--- src/core/oam_mon_pkg.sv ---
// constants, register map and defaults of the link OAM event monitor
package oam_mon_pkg;
  // time base
  localparam int TICK_MS   = 100;
  localparam int CLK_NS    = 5;
  localparam int TICK_CYC_DEF = TICK_MS * 1000000 / CLK_NS;
  localparam int SEC_TICKS = 10;

  // event index in fire, status and mask vectors
  localparam int EV_FE = 0;
  localparam int EV_FP = 1;
  localparam int EV_SP = 2;
  localparam int EV_ES = 3;
  localparam int EV_N  = 4;

  // control register fields
  localparam int CTRL_EN_BIT  = 0;
  localparam int CTRL_CLR_BIT = 1;

  // register byte offsets
  localparam logic [7:0] OFF_CTRL      = 8'h00;
  localparam logic [7:0] OFF_INT_STAT  = 8'h04;
  localparam logic [7:0] OFF_INT_MASK  = 8'h08;
  localparam logic [7:0] OFF_SEQ       = 8'h0C;
  localparam logic [7:0] OFF_FE_WIN    = 8'h10;
  localparam logic [7:0] OFF_FE_THR    = 8'h14;
  localparam logic [7:0] OFF_FP_WIN    = 8'h18;
  localparam logic [7:0] OFF_FP_THR    = 8'h1C;
  localparam logic [7:0] OFF_SP_WIN_LO = 8'h20;
  localparam logic [7:0] OFF_SP_WIN_HI = 8'h24;
  localparam logic [7:0] OFF_SP_THR_LO = 8'h28;
  localparam logic [7:0] OFF_SP_THR_HI = 8'h2C;
  localparam logic [7:0] OFF_ES_WIN    = 8'h30;
  localparam logic [7:0] OFF_ES_THR    = 8'h34;
  localparam logic [7:0] OFF_FE_TS     = 8'h40;
  localparam logic [7:0] OFF_FE_CNT    = 8'h44;
  localparam logic [7:0] OFF_FE_TOT_LO = 8'h48;
  localparam logic [7:0] OFF_FE_TOT_HI = 8'h4C;
  localparam logic [7:0] OFF_FE_EVT    = 8'h50;
  localparam logic [7:0] OFF_FP_TS     = 8'h54;
  localparam logic [7:0] OFF_FP_CNT    = 8'h58;
  localparam logic [7:0] OFF_FP_TOT_LO = 8'h5C;
  localparam logic [7:0] OFF_FP_TOT_HI = 8'h60;
  localparam logic [7:0] OFF_FP_EVT    = 8'h64;
  localparam logic [7:0] OFF_SP_TS     = 8'h68;
  localparam logic [7:0] OFF_SP_CNT_LO = 8'h6C;
  localparam logic [7:0] OFF_SP_CNT_HI = 8'h70;
  localparam logic [7:0] OFF_SP_TOT_LO = 8'h74;
  localparam logic [7:0] OFF_SP_TOT_HI = 8'h78;
  localparam logic [7:0] OFF_SP_EVT    = 8'h7C;
  localparam logic [7:0] OFF_ES_TS     = 8'h80;
  localparam logic [7:0] OFF_ES_CNT    = 8'h84;
  localparam logic [7:0] OFF_ES_TOT    = 8'h88;
  localparam logic [7:0] OFF_ES_EVT    = 8'h8C;

  // window limits and reset values, errored-frame and seconds windows in 100 ms units
  localparam logic [15:0] FE_WIN_MIN = 16'h000A;
  localparam logic [15:0] FE_WIN_MAX = 16'h0258;
  localparam logic [15:0] FE_WIN_DEF = 16'h000A;
  localparam logic [31:0] FE_THR_DEF = 32'h0000_0001;
  localparam logic [31:0] FP_WIN_DEF = 32'h0000_2710;
  localparam logic [31:0] FP_THR_DEF = 32'h0000_0001;
  localparam logic [63:0] SP_WIN_DEF = 64'h0000_0000_0098_9680;
  localparam logic [63:0] SP_THR_DEF = 64'h0000_0000_0000_0001;
  localparam logic [15:0] ES_WIN_DEF = 16'h0258;
  localparam logic [15:0] ES_THR_DEF = 16'h0001;
  localparam logic [EV_N-1:0] MASK_DEF = 4'h0;
endpackage

--- src/core/oam_window_mon.sv ---
// one observation-window error monitor with running totals
module oam_window_mon
  import oam_mon_pkg::*;
#(
  parameter int WW = 16,  // window width
  parameter int CW = 32,  // period count and threshold width
  parameter int TW = 64,  // running total width
  parameter int EW = 32   // event counter width
) (
  input  wire logic          clk,   // clock
  input  wire logic          clr,   // sublayer reset, synchronous
  input  wire logic          adv,   // one window unit elapsed
  input  wire logic          inc,   // one error seen
  input  wire logic [WW-1:0] win,   // window length in units
  input  wire logic [CW-1:0] thr,   // event threshold
  output logic               fire,  // one-cycle event pulse
  output logic [CW-1:0]      last,  // count of last closed window
  output logic [TW-1:0]      total, // running error total
  output logic [EW-1:0]      evts   // events generated
);
  logic [WW-1:0] unit_ff;
  logic [CW-1:0] per_ff;
  logic [CW-1:0] last_ff;
  logic          fire_ff;
  logic [TW-1:0] total_ff;
  logic [EW-1:0] evts_ff;
  logic [CW-1:0] cnt_now;
  logic          win_end;

  // an error in the closing cycle still belongs to the closing window
  assign cnt_now = per_ff + CW'(inc);
  assign win_end = adv && ((unit_ff + WW'(1)) >= win);

  always_ff @(posedge clk) begin
    if (clr || win_end) begin
      unit_ff <= '0;
    end else if (adv) begin
      unit_ff <= unit_ff + WW'(1);
    end
  end

  always_ff @(posedge clk) begin
    if (clr) begin
      per_ff  <= '0;
      last_ff <= '0;
      fire_ff <= 1'b0;
    end else if (win_end) begin
      per_ff  <= '0;
      last_ff <= cnt_now;
      fire_ff <= (cnt_now >= thr);
    end else begin
      per_ff  <= cnt_now;
      fire_ff <= 1'b0;
    end
  end

  always_ff @(posedge clk) begin
    if (clr) begin
      total_ff <= '0;
    end else if (inc) begin
      total_ff <= total_ff + TW'(1);
    end
  end

  always_ff @(posedge clk) begin
    if (clr) begin
      evts_ff <= '0;
    end else if (fire_ff) begin
      evts_ff <= evts_ff + EW'(1);
    end
  end

  assign fire  = fire_ff;
  assign last  = last_ff;
  assign total = total_ff;
  assign evts  = evts_ff;

  win_clear_a: assert property (@(posedge clk) disable iff (clr)
    win_end |=> per_ff == '0 && last_ff == $past(cnt_now))
    else $error("period count not closed at window end");
  fire_cause_a: assert property (@(posedge clk) disable iff (clr)
    fire_ff |-> $past(win_end) && $past(cnt_now) >= $past(thr))
    else $error("event without window end over threshold");
  evt_count_a: assert property (@(posedge clk) disable iff (clr)
    fire_ff ##1 !clr |-> evts_ff == $past(evts_ff) + EW'(1))
    else $error("event counter did not step");
  total_step_a: assert property (@(posedge clk) disable iff (clr)
    inc ##1 !clr |-> total_ff == $past(total_ff) + TW'(1))
    else $error("running total did not step");
endmodule

--- src/core/link_oam_event_monitor.sv ---
// link OAM link-event monitor: four window monitors behind a register port
// Function
// - keep 16-bit sequence number counting all link events generated
// - stamp each event with 16-bit time in 100 ms units
// - errored-frame window 16 bits in 100 ms, default 1 s, 1 s to 60 s
// - errored-frame event when window count at or above 32-bit threshold
// - 64-bit errored-frame total, cleared only by sublayer reset
// - 32-bit count of errored-frame events since sublayer reset
// - frame-period window is 32-bit count of received frames
// - 32-bit frame-error count per period, event at or above threshold
// - 64-bit frame-period error total since sublayer reset
// - 32-bit count of frame-period events since sublayer reset
// - symbol-period window is 64-bit count of symbols
// - 64-bit symbol-error count per window, event at or above threshold
// - 64-bit symbol-error total, cleared only by sublayer reset
// - 32-bit count of symbol-period events since sublayer reset
// - seconds window 16 bits in 100 ms; 16-bit count and threshold
// - 32-bit errored-seconds total since sublayer reset
// - 32-bit count of seconds-summary events since sublayer reset
// - errored second is a one-second interval with a frame error
//
// Added by the designer: the strobed register port and the placing of the registers.
module link_oam_event_monitor
  import oam_mon_pkg::*;
#(
  parameter int TICK_CYCLES = TICK_CYC_DEF  // cycles per 100 ms unit
) (
  input  wire logic            clk,       // 200 MHz clock
  input  wire logic            rst,       // synchronous reset, active high
  input  wire logic            frame_rx,  // one frame received, pulse
  input  wire logic            frame_err, // frame had a MAC error, pulse
  input  wire logic            sym_rx,    // one symbol observed, pulse
  input  wire logic            sym_err,   // symbol error, pulse
  input  wire logic [7:0]      addr,      // register byte address
  input  wire logic [31:0]     wdata,     // write data
  input  wire logic            wr_en,     // write strobe
  input  wire logic            rd_en,     // read strobe
  output logic      [31:0]     rdata,     // read data, cycle after strobe
  output logic      [EV_N-1:0] tlv_req,   // event TLV request, pulse
  output logic      [15:0]     seq_num,   // event sequence number
  output logic                 irq        // interrupt, level
);
  logic [31:0]     tick_cnt_ff;
  logic            tick;
  logic [3:0]      sec_cnt_ff;
  logic            sec_end;
  logic            err_seen_ff;
  logic            es_inc;
  logic [15:0]     ts_ff;
  logic [15:0]     seq_ff;
  logic            en_ff;
  logic            clr;
  logic [EV_N-1:0] stat_ff;
  logic [EV_N-1:0] mask_ff;
  logic [EV_N-1:0] fire;
  logic [31:0]     rdata_ff;
  logic [31:0]     rd_mux;
  logic [15:0]     fe_win_ff;
  logic [15:0]     nxt_fe_win;
  logic [31:0]     fe_thr_ff;
  logic [31:0]     fp_win_ff;
  logic [31:0]     fp_thr_ff;
  logic [63:0]     sp_win_ff;
  logic [63:0]     sp_thr_ff;
  logic [15:0]     es_win_ff;
  logic [15:0]     es_thr_ff;
  logic [15:0]     fe_ts_ff;
  logic [15:0]     fp_ts_ff;
  logic [15:0]     sp_ts_ff;
  logic [15:0]     es_ts_ff;
  logic [31:0]     fe_cnt;
  logic [63:0]     fe_tot;
  logic [31:0]     fe_evt;
  logic [31:0]     fp_cnt;
  logic [63:0]     fp_tot;
  logic [31:0]     fp_evt;
  logic [63:0]     sp_cnt;
  logic [63:0]     sp_tot;
  logic [31:0]     sp_evt;
  logic [15:0]     es_cnt;
  logic [31:0]     es_tot;
  logic [31:0]     es_evt;
  logic            wr_ctrl;

  assign wr_ctrl = wr_en && (addr == OFF_CTRL);
  // totals and event counters clear only on this sublayer reset
  assign clr = rst || (wr_ctrl && wdata[CTRL_CLR_BIT]);

  // 100 ms time base
  assign tick = (tick_cnt_ff == 32'(TICK_CYCLES - 1));

  always_ff @(posedge clk) begin
    if (rst || tick) begin
      tick_cnt_ff <= 32'h0;
    end else begin
      tick_cnt_ff <= tick_cnt_ff + 32'h1;
    end
  end

  always_ff @(posedge clk) begin
    if (clr) begin
      ts_ff <= 16'h0;
    end else if (tick) begin
      ts_ff <= ts_ff + 16'h1;
    end
  end

  // one-second intervals for the errored-seconds monitor
  assign sec_end = tick && (sec_cnt_ff == 4'(SEC_TICKS - 1));

  always_ff @(posedge clk) begin
    if (clr || sec_end) begin
      sec_cnt_ff <= 4'h0;
    end else if (tick) begin
      sec_cnt_ff <= sec_cnt_ff + 4'h1;
    end
  end

  // an error in the closing cycle still marks the closing second
  assign es_inc = sec_end && en_ff && (err_seen_ff || frame_err);

  always_ff @(posedge clk) begin
    if (clr || sec_end) begin
      err_seen_ff <= 1'b0;
    end else if (frame_err && en_ff) begin
      err_seen_ff <= 1'b1;
    end
  end

  // the four monitors
  oam_window_mon #(.WW(16), .CW(32), .TW(64), .EW(32)) fe_mon (
    .clk   (clk),
    .clr   (clr),
    .adv   (tick && en_ff),
    .inc   (frame_err && en_ff),
    .win   (fe_win_ff),
    .thr   (fe_thr_ff),
    .fire  (fire[EV_FE]),
    .last  (fe_cnt),
    .total (fe_tot),
    .evts  (fe_evt)
  );

  oam_window_mon #(.WW(32), .CW(32), .TW(64), .EW(32)) fp_mon (
    .clk   (clk),
    .clr   (clr),
    .adv   (frame_rx && en_ff),
    .inc   (frame_err && en_ff),
    .win   (fp_win_ff),
    .thr   (fp_thr_ff),
    .fire  (fire[EV_FP]),
    .last  (fp_cnt),
    .total (fp_tot),
    .evts  (fp_evt)
  );

  oam_window_mon #(.WW(64), .CW(64), .TW(64), .EW(32)) sp_mon (
    .clk   (clk),
    .clr   (clr),
    .adv   (sym_rx && en_ff),
    .inc   (sym_err && en_ff),
    .win   (sp_win_ff),
    .thr   (sp_thr_ff),
    .fire  (fire[EV_SP]),
    .last  (sp_cnt),
    .total (sp_tot),
    .evts  (sp_evt)
  );

  oam_window_mon #(.WW(16), .CW(16), .TW(32), .EW(32)) es_mon (
    .clk   (clk),
    .clr   (clr),
    .adv   (tick && en_ff),
    .inc   (es_inc),
    .win   (es_win_ff),
    .thr   (es_thr_ff),
    .fire  (fire[EV_ES]),
    .last  (es_cnt),
    .total (es_tot),
    .evts  (es_evt)
  );

  // sequence number steps once per event; events may coincide
  always_ff @(posedge clk) begin
    if (clr) begin
      seq_ff <= 16'h0;
    end else begin
      seq_ff <= seq_ff + 16'(fire[0]) + 16'(fire[1])
                + 16'(fire[2]) + 16'(fire[3]);
    end
  end

  always_ff @(posedge clk) begin
    if (clr) begin
      fe_ts_ff <= 16'h0;
      fp_ts_ff <= 16'h0;
      sp_ts_ff <= 16'h0;
      es_ts_ff <= 16'h0;
    end else begin
      if (fire[EV_FE]) fe_ts_ff <= ts_ff;
      if (fire[EV_FP]) fp_ts_ff <= ts_ff;
      if (fire[EV_SP]) sp_ts_ff <= ts_ff;
      if (fire[EV_ES]) es_ts_ff <= ts_ff;
    end
  end

  // out-of-range errored-frame window writes are pulled to the nearest bound; other windows take wdata as written
  always_comb begin
    if (wdata[15:0] < FE_WIN_MIN) begin
      nxt_fe_win = FE_WIN_MIN;
    end else if (wdata[15:0] > FE_WIN_MAX) begin
      nxt_fe_win = FE_WIN_MAX;
    end else begin
      nxt_fe_win = wdata[15:0];
    end
  end

  always_ff @(posedge clk) begin
    if (rst) begin
      en_ff <= 1'b1;
    end else if (wr_ctrl) begin
      en_ff <= wdata[CTRL_EN_BIT];
    end
  end

  always_ff @(posedge clk) begin
    if (rst) begin
      fe_win_ff <= FE_WIN_DEF;
      fe_thr_ff <= FE_THR_DEF;
      fp_win_ff <= FP_WIN_DEF;
      fp_thr_ff <= FP_THR_DEF;
      sp_win_ff <= SP_WIN_DEF;
      sp_thr_ff <= SP_THR_DEF;
      es_win_ff <= ES_WIN_DEF;
      es_thr_ff <= ES_THR_DEF;
      mask_ff   <= MASK_DEF;
    end else if (wr_en) begin
      case (addr)
        OFF_FE_WIN:    fe_win_ff <= nxt_fe_win;
        OFF_FE_THR:    fe_thr_ff <= wdata;
        OFF_FP_WIN:    fp_win_ff <= wdata;
        OFF_FP_THR:    fp_thr_ff <= wdata;
        OFF_SP_WIN_LO: sp_win_ff[31:0] <= wdata;
        OFF_SP_WIN_HI: sp_win_ff[63:32] <= wdata;
        OFF_SP_THR_LO: sp_thr_ff[31:0] <= wdata;
        OFF_SP_THR_HI: sp_thr_ff[63:32] <= wdata;
        OFF_ES_WIN:    es_win_ff <= wdata[15:0];
        OFF_ES_THR:    es_thr_ff <= wdata[15:0];
        OFF_INT_MASK:  mask_ff <= wdata[EV_N-1:0];
        default:       ;
      endcase
    end
  end

  // sticky status, write one to clear; a new event wins over the clear
  always_ff @(posedge clk) begin
    if (rst) begin
      stat_ff <= '0;
    end else if (wr_en && (addr == OFF_INT_STAT)) begin
      stat_ff <= (stat_ff & ~wdata[EV_N-1:0]) | fire;
    end else begin
      stat_ff <= stat_ff | fire;
    end
  end

  always_comb begin
    case (addr)
      OFF_CTRL:      rd_mux = {31'h0, en_ff};
      OFF_INT_STAT:  rd_mux = {28'h0, stat_ff};
      OFF_INT_MASK:  rd_mux = {28'h0, mask_ff};
      OFF_SEQ:       rd_mux = {16'h0, seq_ff};
      OFF_FE_WIN:    rd_mux = {16'h0, fe_win_ff};
      OFF_FE_THR:    rd_mux = fe_thr_ff;
      OFF_FP_WIN:    rd_mux = fp_win_ff;
      OFF_FP_THR:    rd_mux = fp_thr_ff;
      OFF_SP_WIN_LO: rd_mux = sp_win_ff[31:0];
      OFF_SP_WIN_HI: rd_mux = sp_win_ff[63:32];
      OFF_SP_THR_LO: rd_mux = sp_thr_ff[31:0];
      OFF_SP_THR_HI: rd_mux = sp_thr_ff[63:32];
      OFF_ES_WIN:    rd_mux = {16'h0, es_win_ff};
      OFF_ES_THR:    rd_mux = {16'h0, es_thr_ff};
      OFF_FE_TS:     rd_mux = {16'h0, fe_ts_ff};
      OFF_FE_CNT:    rd_mux = fe_cnt;
      OFF_FE_TOT_LO: rd_mux = fe_tot[31:0];
      OFF_FE_TOT_HI: rd_mux = fe_tot[63:32];
      OFF_FE_EVT:    rd_mux = fe_evt;
      OFF_FP_TS:     rd_mux = {16'h0, fp_ts_ff};
      OFF_FP_CNT:    rd_mux = fp_cnt;
      OFF_FP_TOT_LO: rd_mux = fp_tot[31:0];
      OFF_FP_TOT_HI: rd_mux = fp_tot[63:32];
      OFF_FP_EVT:    rd_mux = fp_evt;
      OFF_SP_TS:     rd_mux = {16'h0, sp_ts_ff};
      OFF_SP_CNT_LO: rd_mux = sp_cnt[31:0];
      OFF_SP_CNT_HI: rd_mux = sp_cnt[63:32];
      OFF_SP_TOT_LO: rd_mux = sp_tot[31:0];
      OFF_SP_TOT_HI: rd_mux = sp_tot[63:32];
      OFF_SP_EVT:    rd_mux = sp_evt;
      OFF_ES_TS:     rd_mux = {16'h0, es_ts_ff};
      OFF_ES_CNT:    rd_mux = {16'h0, es_cnt};
      OFF_ES_TOT:    rd_mux = es_tot;
      OFF_ES_EVT:    rd_mux = es_evt;
      default:       rd_mux = 32'h0;
    endcase
  end

  // data only in the cycle after the strobe, zero otherwise
  always_ff @(posedge clk) begin
    if (rst || !rd_en) begin
      rdata_ff <= 32'h0;
    end else begin
      rdata_ff <= rd_mux;
    end
  end

  assign rdata   = rdata_ff;
  assign tlv_req = fire;
  assign seq_num = seq_ff;
  assign irq     = |(stat_ff & mask_ff);

  fe_clamp_a: assert property (@(posedge clk) disable iff (rst)
    fe_win_ff >= FE_WIN_MIN && fe_win_ff <= FE_WIN_MAX)
    else $error("frame error window out of bounds");
  seq_step_a: assert property (@(posedge clk) disable iff (clr)
    fire == 4'h1 ##1 !clr |-> seq_ff == $past(seq_ff) + 16'h1)
    else $error("sequence number did not step once");
  ts_capture_a: assert property (@(posedge clk) disable iff (clr)
    fire[EV_FE] ##1 !clr |-> fe_ts_ff == $past(ts_ff))
    else $error("event timestamp not captured");
  ts_step_a: assert property (@(posedge clk) disable iff (clr)
    tick ##1 !clr |-> ts_ff == $past(ts_ff) + 16'h1)
    else $error("time base did not advance");
  stat_sticky_a: assert property (@(posedge clk) disable iff (rst)
    stat_ff[EV_FE] && !(wr_en && addr == OFF_INT_STAT) |=> stat_ff[EV_FE])
    else $error("status bit lost without clear");
  irq_follow_a: assert property (@(posedge clk) disable iff (rst)
    fire[EV_ES] && mask_ff[EV_ES] |=> irq)
    else $error("masked-in event gave no interrupt");
  rd_once_a: assert property (@(posedge clk) disable iff (rst)
    !$past(rd_en) |-> rdata == 32'h0)
    else $error("read data outside its cycle");
  es_mark_a: assert property (@(posedge clk) disable iff (clr)
    sec_end && en_ff && (err_seen_ff || frame_err) ##1 !clr
    |-> es_tot == $past(es_tot) + 32'h1)
    else $error("errored second not counted");
endmodule

--- config.mk ---
export PLATFORM = sky130hd
export DESIGN_NAME = link_oam_event_monitor
export DESIGN_NICKNAME = d
export VERILOG_FILES = /design/src/core/oam_mon_pkg.sv /design/src/core/oam_window_mon.sv /design/src/core/link_oam_event_monitor.sv
export SDC_FILE = /design/constraint.sdc
export NUM_CORES = 2
export LEC_CHECK = 0
export ABC_AREA = 1
export BUFFER_PORTS_ARGS = -buffer_cell sky130_fd_sc_hd__buf_2
export CAP_MARGIN = 15
export CORE_ASPECT_RATIO = 0.9
export CORE_MARGIN = 5
export CORE_UTILIZATION = 49
export CTS_CLUSTER_SIZE = 20
export DETAILED_ROUTE_END_ITERATION = 7
export GPL_TIMING_DRIVEN = 0
export PLACE_DENSITY = 0.64
export SKIP_LAST_GASP = 1
export SLEW_MARGIN = 20
export SYNTH_ARGS = -nofsm -noshare
export SYNTH_HDL_FRONTEND = slang
export SYNTH_SLANG_ARGS = --single-unit
--- constraint.sdc ---
create_clock -name clk -period 4 [get_ports clk]
set_input_delay 0.4 -clock clk [delete_from_list [all_inputs] [get_ports clk]]
set_output_delay 0.4 -clock clk [all_outputs]
set_load 0.05 [all_outputs]
==> results.md <==
* Outcome: complete, no violations
* Fin. Hold Viols at 0
* Switching Fraction at 25.3%
* Via-per-instance ratio at 5.95
* Psw at 6.99 mW
* RSZ-0062 raised after global routing: yes
* Worst hold stages at 3
* Internal power at 20.6 mW
* Largest fanout on the critical path at 5
* Area growth from synthesis to layout at 12.8%
* Final TNS setup at 0 ps
* Final period util at 97.0%
* Worst R2R Setup Slack at 120 ps
* Max transition margin at 9.95%
* Final ANT Viol Nets at 0
* Unique masters post-synth at 58
* Num Clock Sinks at 1218
* Synthesized area at 0.0690 mm²
* Finished Cell Area at 0.0778 mm²
* Worst Max-Slew Pin Slew at 1350 ps
* Reg2reg start: tick_cnt_ff[1]$_SDFF_PP0_
* MaxCap Viol Count at 0
* Clock share of power at 49.7%
* Port Buf Inserts at 92
* Setup Viol. Count Final at 0
* Pin count of the biggest net entering global routing at 17
* Setup CP Type: register to register
* DR iter-0 viols at 11100
* Flops & latches, synth at 1218
* FMAX at 258 MHz
* Net count after synthesis at 10700
* Vias in the first global route at 67300
* Worst hold endpoint: sp_win_ff[23]$_SDFFE_PP1P_
* Crit end category: register
* Clk_lat worst skew at 810 ps
* Peak supply drop at 0.000451 V
* CTS tree: built
* Row Count at 130
* Grt total ovfl at 0
* Design Power at 27.6 mW
* Sequential share of the synthesized area at 35.3%
* Leak at 30.2 nW
* HP Start: wdata[23]
* Post-synth EDFFs at 0
* Fin crit period at 3880 ps
* Routed len/inst at 26.7 µm
* Proportion of layout cells with a drive suffix above 1 at 8.02%
* Drt first pass iters at 7
* Pwr per Cell Area at 355 mW/mm²
* Reg power frac at 44.5%
* Logic pwr share at 5.8%
* Num CTS Buffers at 139
* Placer congestion estimate at 1.11
* Class of the worst hold path: input port to register
* Max-slew violations at 0
* Post-layout net count at 11000
* Root Driver: clkbuf_16
* GRT Util Overall at 43.7%
* CTS Buffer Depth at 3
* Die ar. at 0.148 mm²
* Cell Area, Placed at 0.0718 mm²
* FF-to-FF path depth at 26
* Die Span Y at 366 µm
* Worst setup SP type: register
* CTS clk-pin slew, worst paths at 60 ps
* Post-DP HPWL at 272000 µm
* Req. time, crit path at 4750 ps
* Post-Synthesis Cells at 10400
* End-of-flow core utilization at 55.7%
* Die width at 406 µm
* FF-to-FF End: es_mon.fire$_SDFF_PP0_
* DR vias at 75200
* DRC Markers at 0
* Number of antenna violations at the first check in global routing at 35
* Skew final at 29.0 ps
* Ys Warns at 0
* Routed WL at 338000 µm
* First-pass GRT wire length at 470000 µm
* Ports placed on the boundary at 101
* Core Box Area at 0.140 mm²
* CTS HTree Levels at 4
* Mapped Avg Cell Area at 6.64 µm²
* Synth Flop Type: dfxtp_1
* Initial core utilization at 49.4%
* Ys async rst share at 0%
* Worst EP arrival at 4620 ps
==> Yosys cell counts (54+ instances only) <==
| cell | n | area share (%) |
|---|---|---|
| ha_1 | 297 | 5.4 |
| clkbuf_1 | 163 | 0.89 |
| buf_2 | 149 | 1.1 |
| xor2_1 | 319 | 4.0 |
| nand2_1 | 2144 | 12 |
| o21ai_1 | 54 | 0.39 |
| o22ai_1 | 161 | 1.5 |
| nor3_1 | 330 | 2.4 |
| nor2_1 | 1518 | 8.3 |
| inv_1 | 1371 | 7.5 |
| nand4_1 | 270 | 2.4 |
| dfxtp_1 | 1218 | 35 |
| a21oi_1 | 736 | 5.3 |
| nand3_1 | 523 | 3.8 |
| o21ai_0 | 637 | 4.6 |
==> worst max path at each step <==
| stage | start | endpoint | slack (ps) |
|---|---|---|---|
| after floorplan | tick_cnt_ff[0]$_SDFF_PP0_ | es_mon.fire$_SDFF_PP0_ | 460 |
| after global placement | en_ff$_SDFFE_PP1P_ | fe_mon.fire$_SDFF_PP0_ | -1590 |
| after detailed placement | en_ff$_SDFFE_PP1P_ | sp_mon.fire$_SDFF_PP0_ | -1180 |
| after CTS | sp_mon.unit_ff[19]$_SDFFE_PP0P_ | sp_mon.last[54]$_SDFFE_PP0P_ | 6 |
| after global routing | tick_cnt_ff[1]$_SDFF_PP0_ | es_mon.fire$_SDFF_PP0_ | -130 |
| final | tick_cnt_ff[1]$_SDFF_PP0_ | es_mon.fire$_SDFF_PP0_ | 120 |
==> stage by stage <==
stage | setup slack [ps] | hold WS [ps] | instances
global placement | -1590 | 430 | 12300
CTS | 5.88 | 3.28 | 12600
finish | 120 | 50.4 | 12600
floorplan | 455 | 418 | 10400
global route | -127 | 25.8 | 12600
detailed placement | -1180 | 456 | 12300
==> power groups by stage <==
stage	combinational (mW)	sequential, mW	clock [mW]
CTS	1.49	12.3	13.7
detailed placement	1.46	12.5	0
floorplan	0.812	12.5	0
global route	1.66	12.3	14.2
global placement	1.43	12.5	0
finish	1.60	12.3	13.7
==> routing by layer <==
metal  wire [µm]  GRT usage, %  up-vias
li1            -             -    34200
met3       44800          13.1      963
met1      133000          57.9    35100
met2      133000          61.3     4888
met5         170             0        -
met4       26700          28.3       22
==> timing repair <==
item | in CTS | in global routing
buffers inserted | 8 | 18
pin swaps | 6 | 23
hold buffers | 2 | 0
resized for setup | 94 | 150
endpoints found under the setup margin | 293 | 395
gates cloned | 0 | 1
endpoints found under the hold margin | 2 | 0
==> critical path: stages, from the launching register on <==
cell,delay [ps]
dfxtp_1,360
ha_4,150
nand2_2,80
nor2_4,150
nand2_4,80
inv_4,100
nand4_4,110
inv_4,110
nand3_4,100
inv_4,120
ha_2,190
nand3_1,110
nor2_1,150
nand2_1,90
nor2_2,170
inv_2,70
nor3_4,280
nand3_2,180
o21ai_2,210
nand2_2,110
ha_4,280
nand3_1,110
nor3_2,190
nand2_1,90
nand2_1,100
a21oi_2,40
nor2_1,80
==> registers in the layout, indices dropped and copies added (netlist names), 64 cells and up <==
register and count:
sp_mon.last 64, sp_mon.per_ff 64, sp_thr_ff 64, sp_mon.unit_ff 64
fp_mon.total 64, fe_mon.total 64, sp_mon.total 64, sp_win_ff 64
==> placed cells by master, fill, tap and decap left out, types with 148 or more instances in the layout <==
master | synthesis | routed
nand2_1 | 2144 | 2116
nor2_1 | 1518 | 1474
inv_1 | 1371 | 1357
dfxtp_1 | 1218 | 1207
a21oi_1 | 736 | 733
o21ai_0 | 637 | 636
nand3_1 | 523 | 510
nor3_1 | 330 | 314
xor2_1 | 319 | 304
ha_1 | 297 | 288
nand4_1 | 270 | 270
buf_2 | 149 | 245
clkbuf_1 | 163 | 176
o22ai_1 | 161 | 161
clkbuf_16 | 0 | 148
==> final cells by class <==
type	instances	area, µm²
Fill cell	14000	61900
Multi-Input combinational cell	7402	38400
Sequential cell	1218	24400
Inverter	1402	5280
Clock buffer	203	4180
Tap cell	1848	2310
Buffer	371	1840
Timing Repair Buffer	122	712
Clock inverter	51	622
Antenna cell	25	62.6
==> cells by family (layout without fill, tap and decap cells) <==
logic type      Yosys count  in the layout  share of synthesized area, %
flops                  1218           1218                          35.3
buf+inv                1774           2149                          10.2
compound gates         1700           1700                          13.1
other cells               0             25                             0
simple gates           5021           5021                          31.1
xor+xnor                370            370                          4.70
mux                      11             11                         0.160
fa+ha+maj               300            300                          5.47
Note: power is estimated with default switching activity, not from simulation.
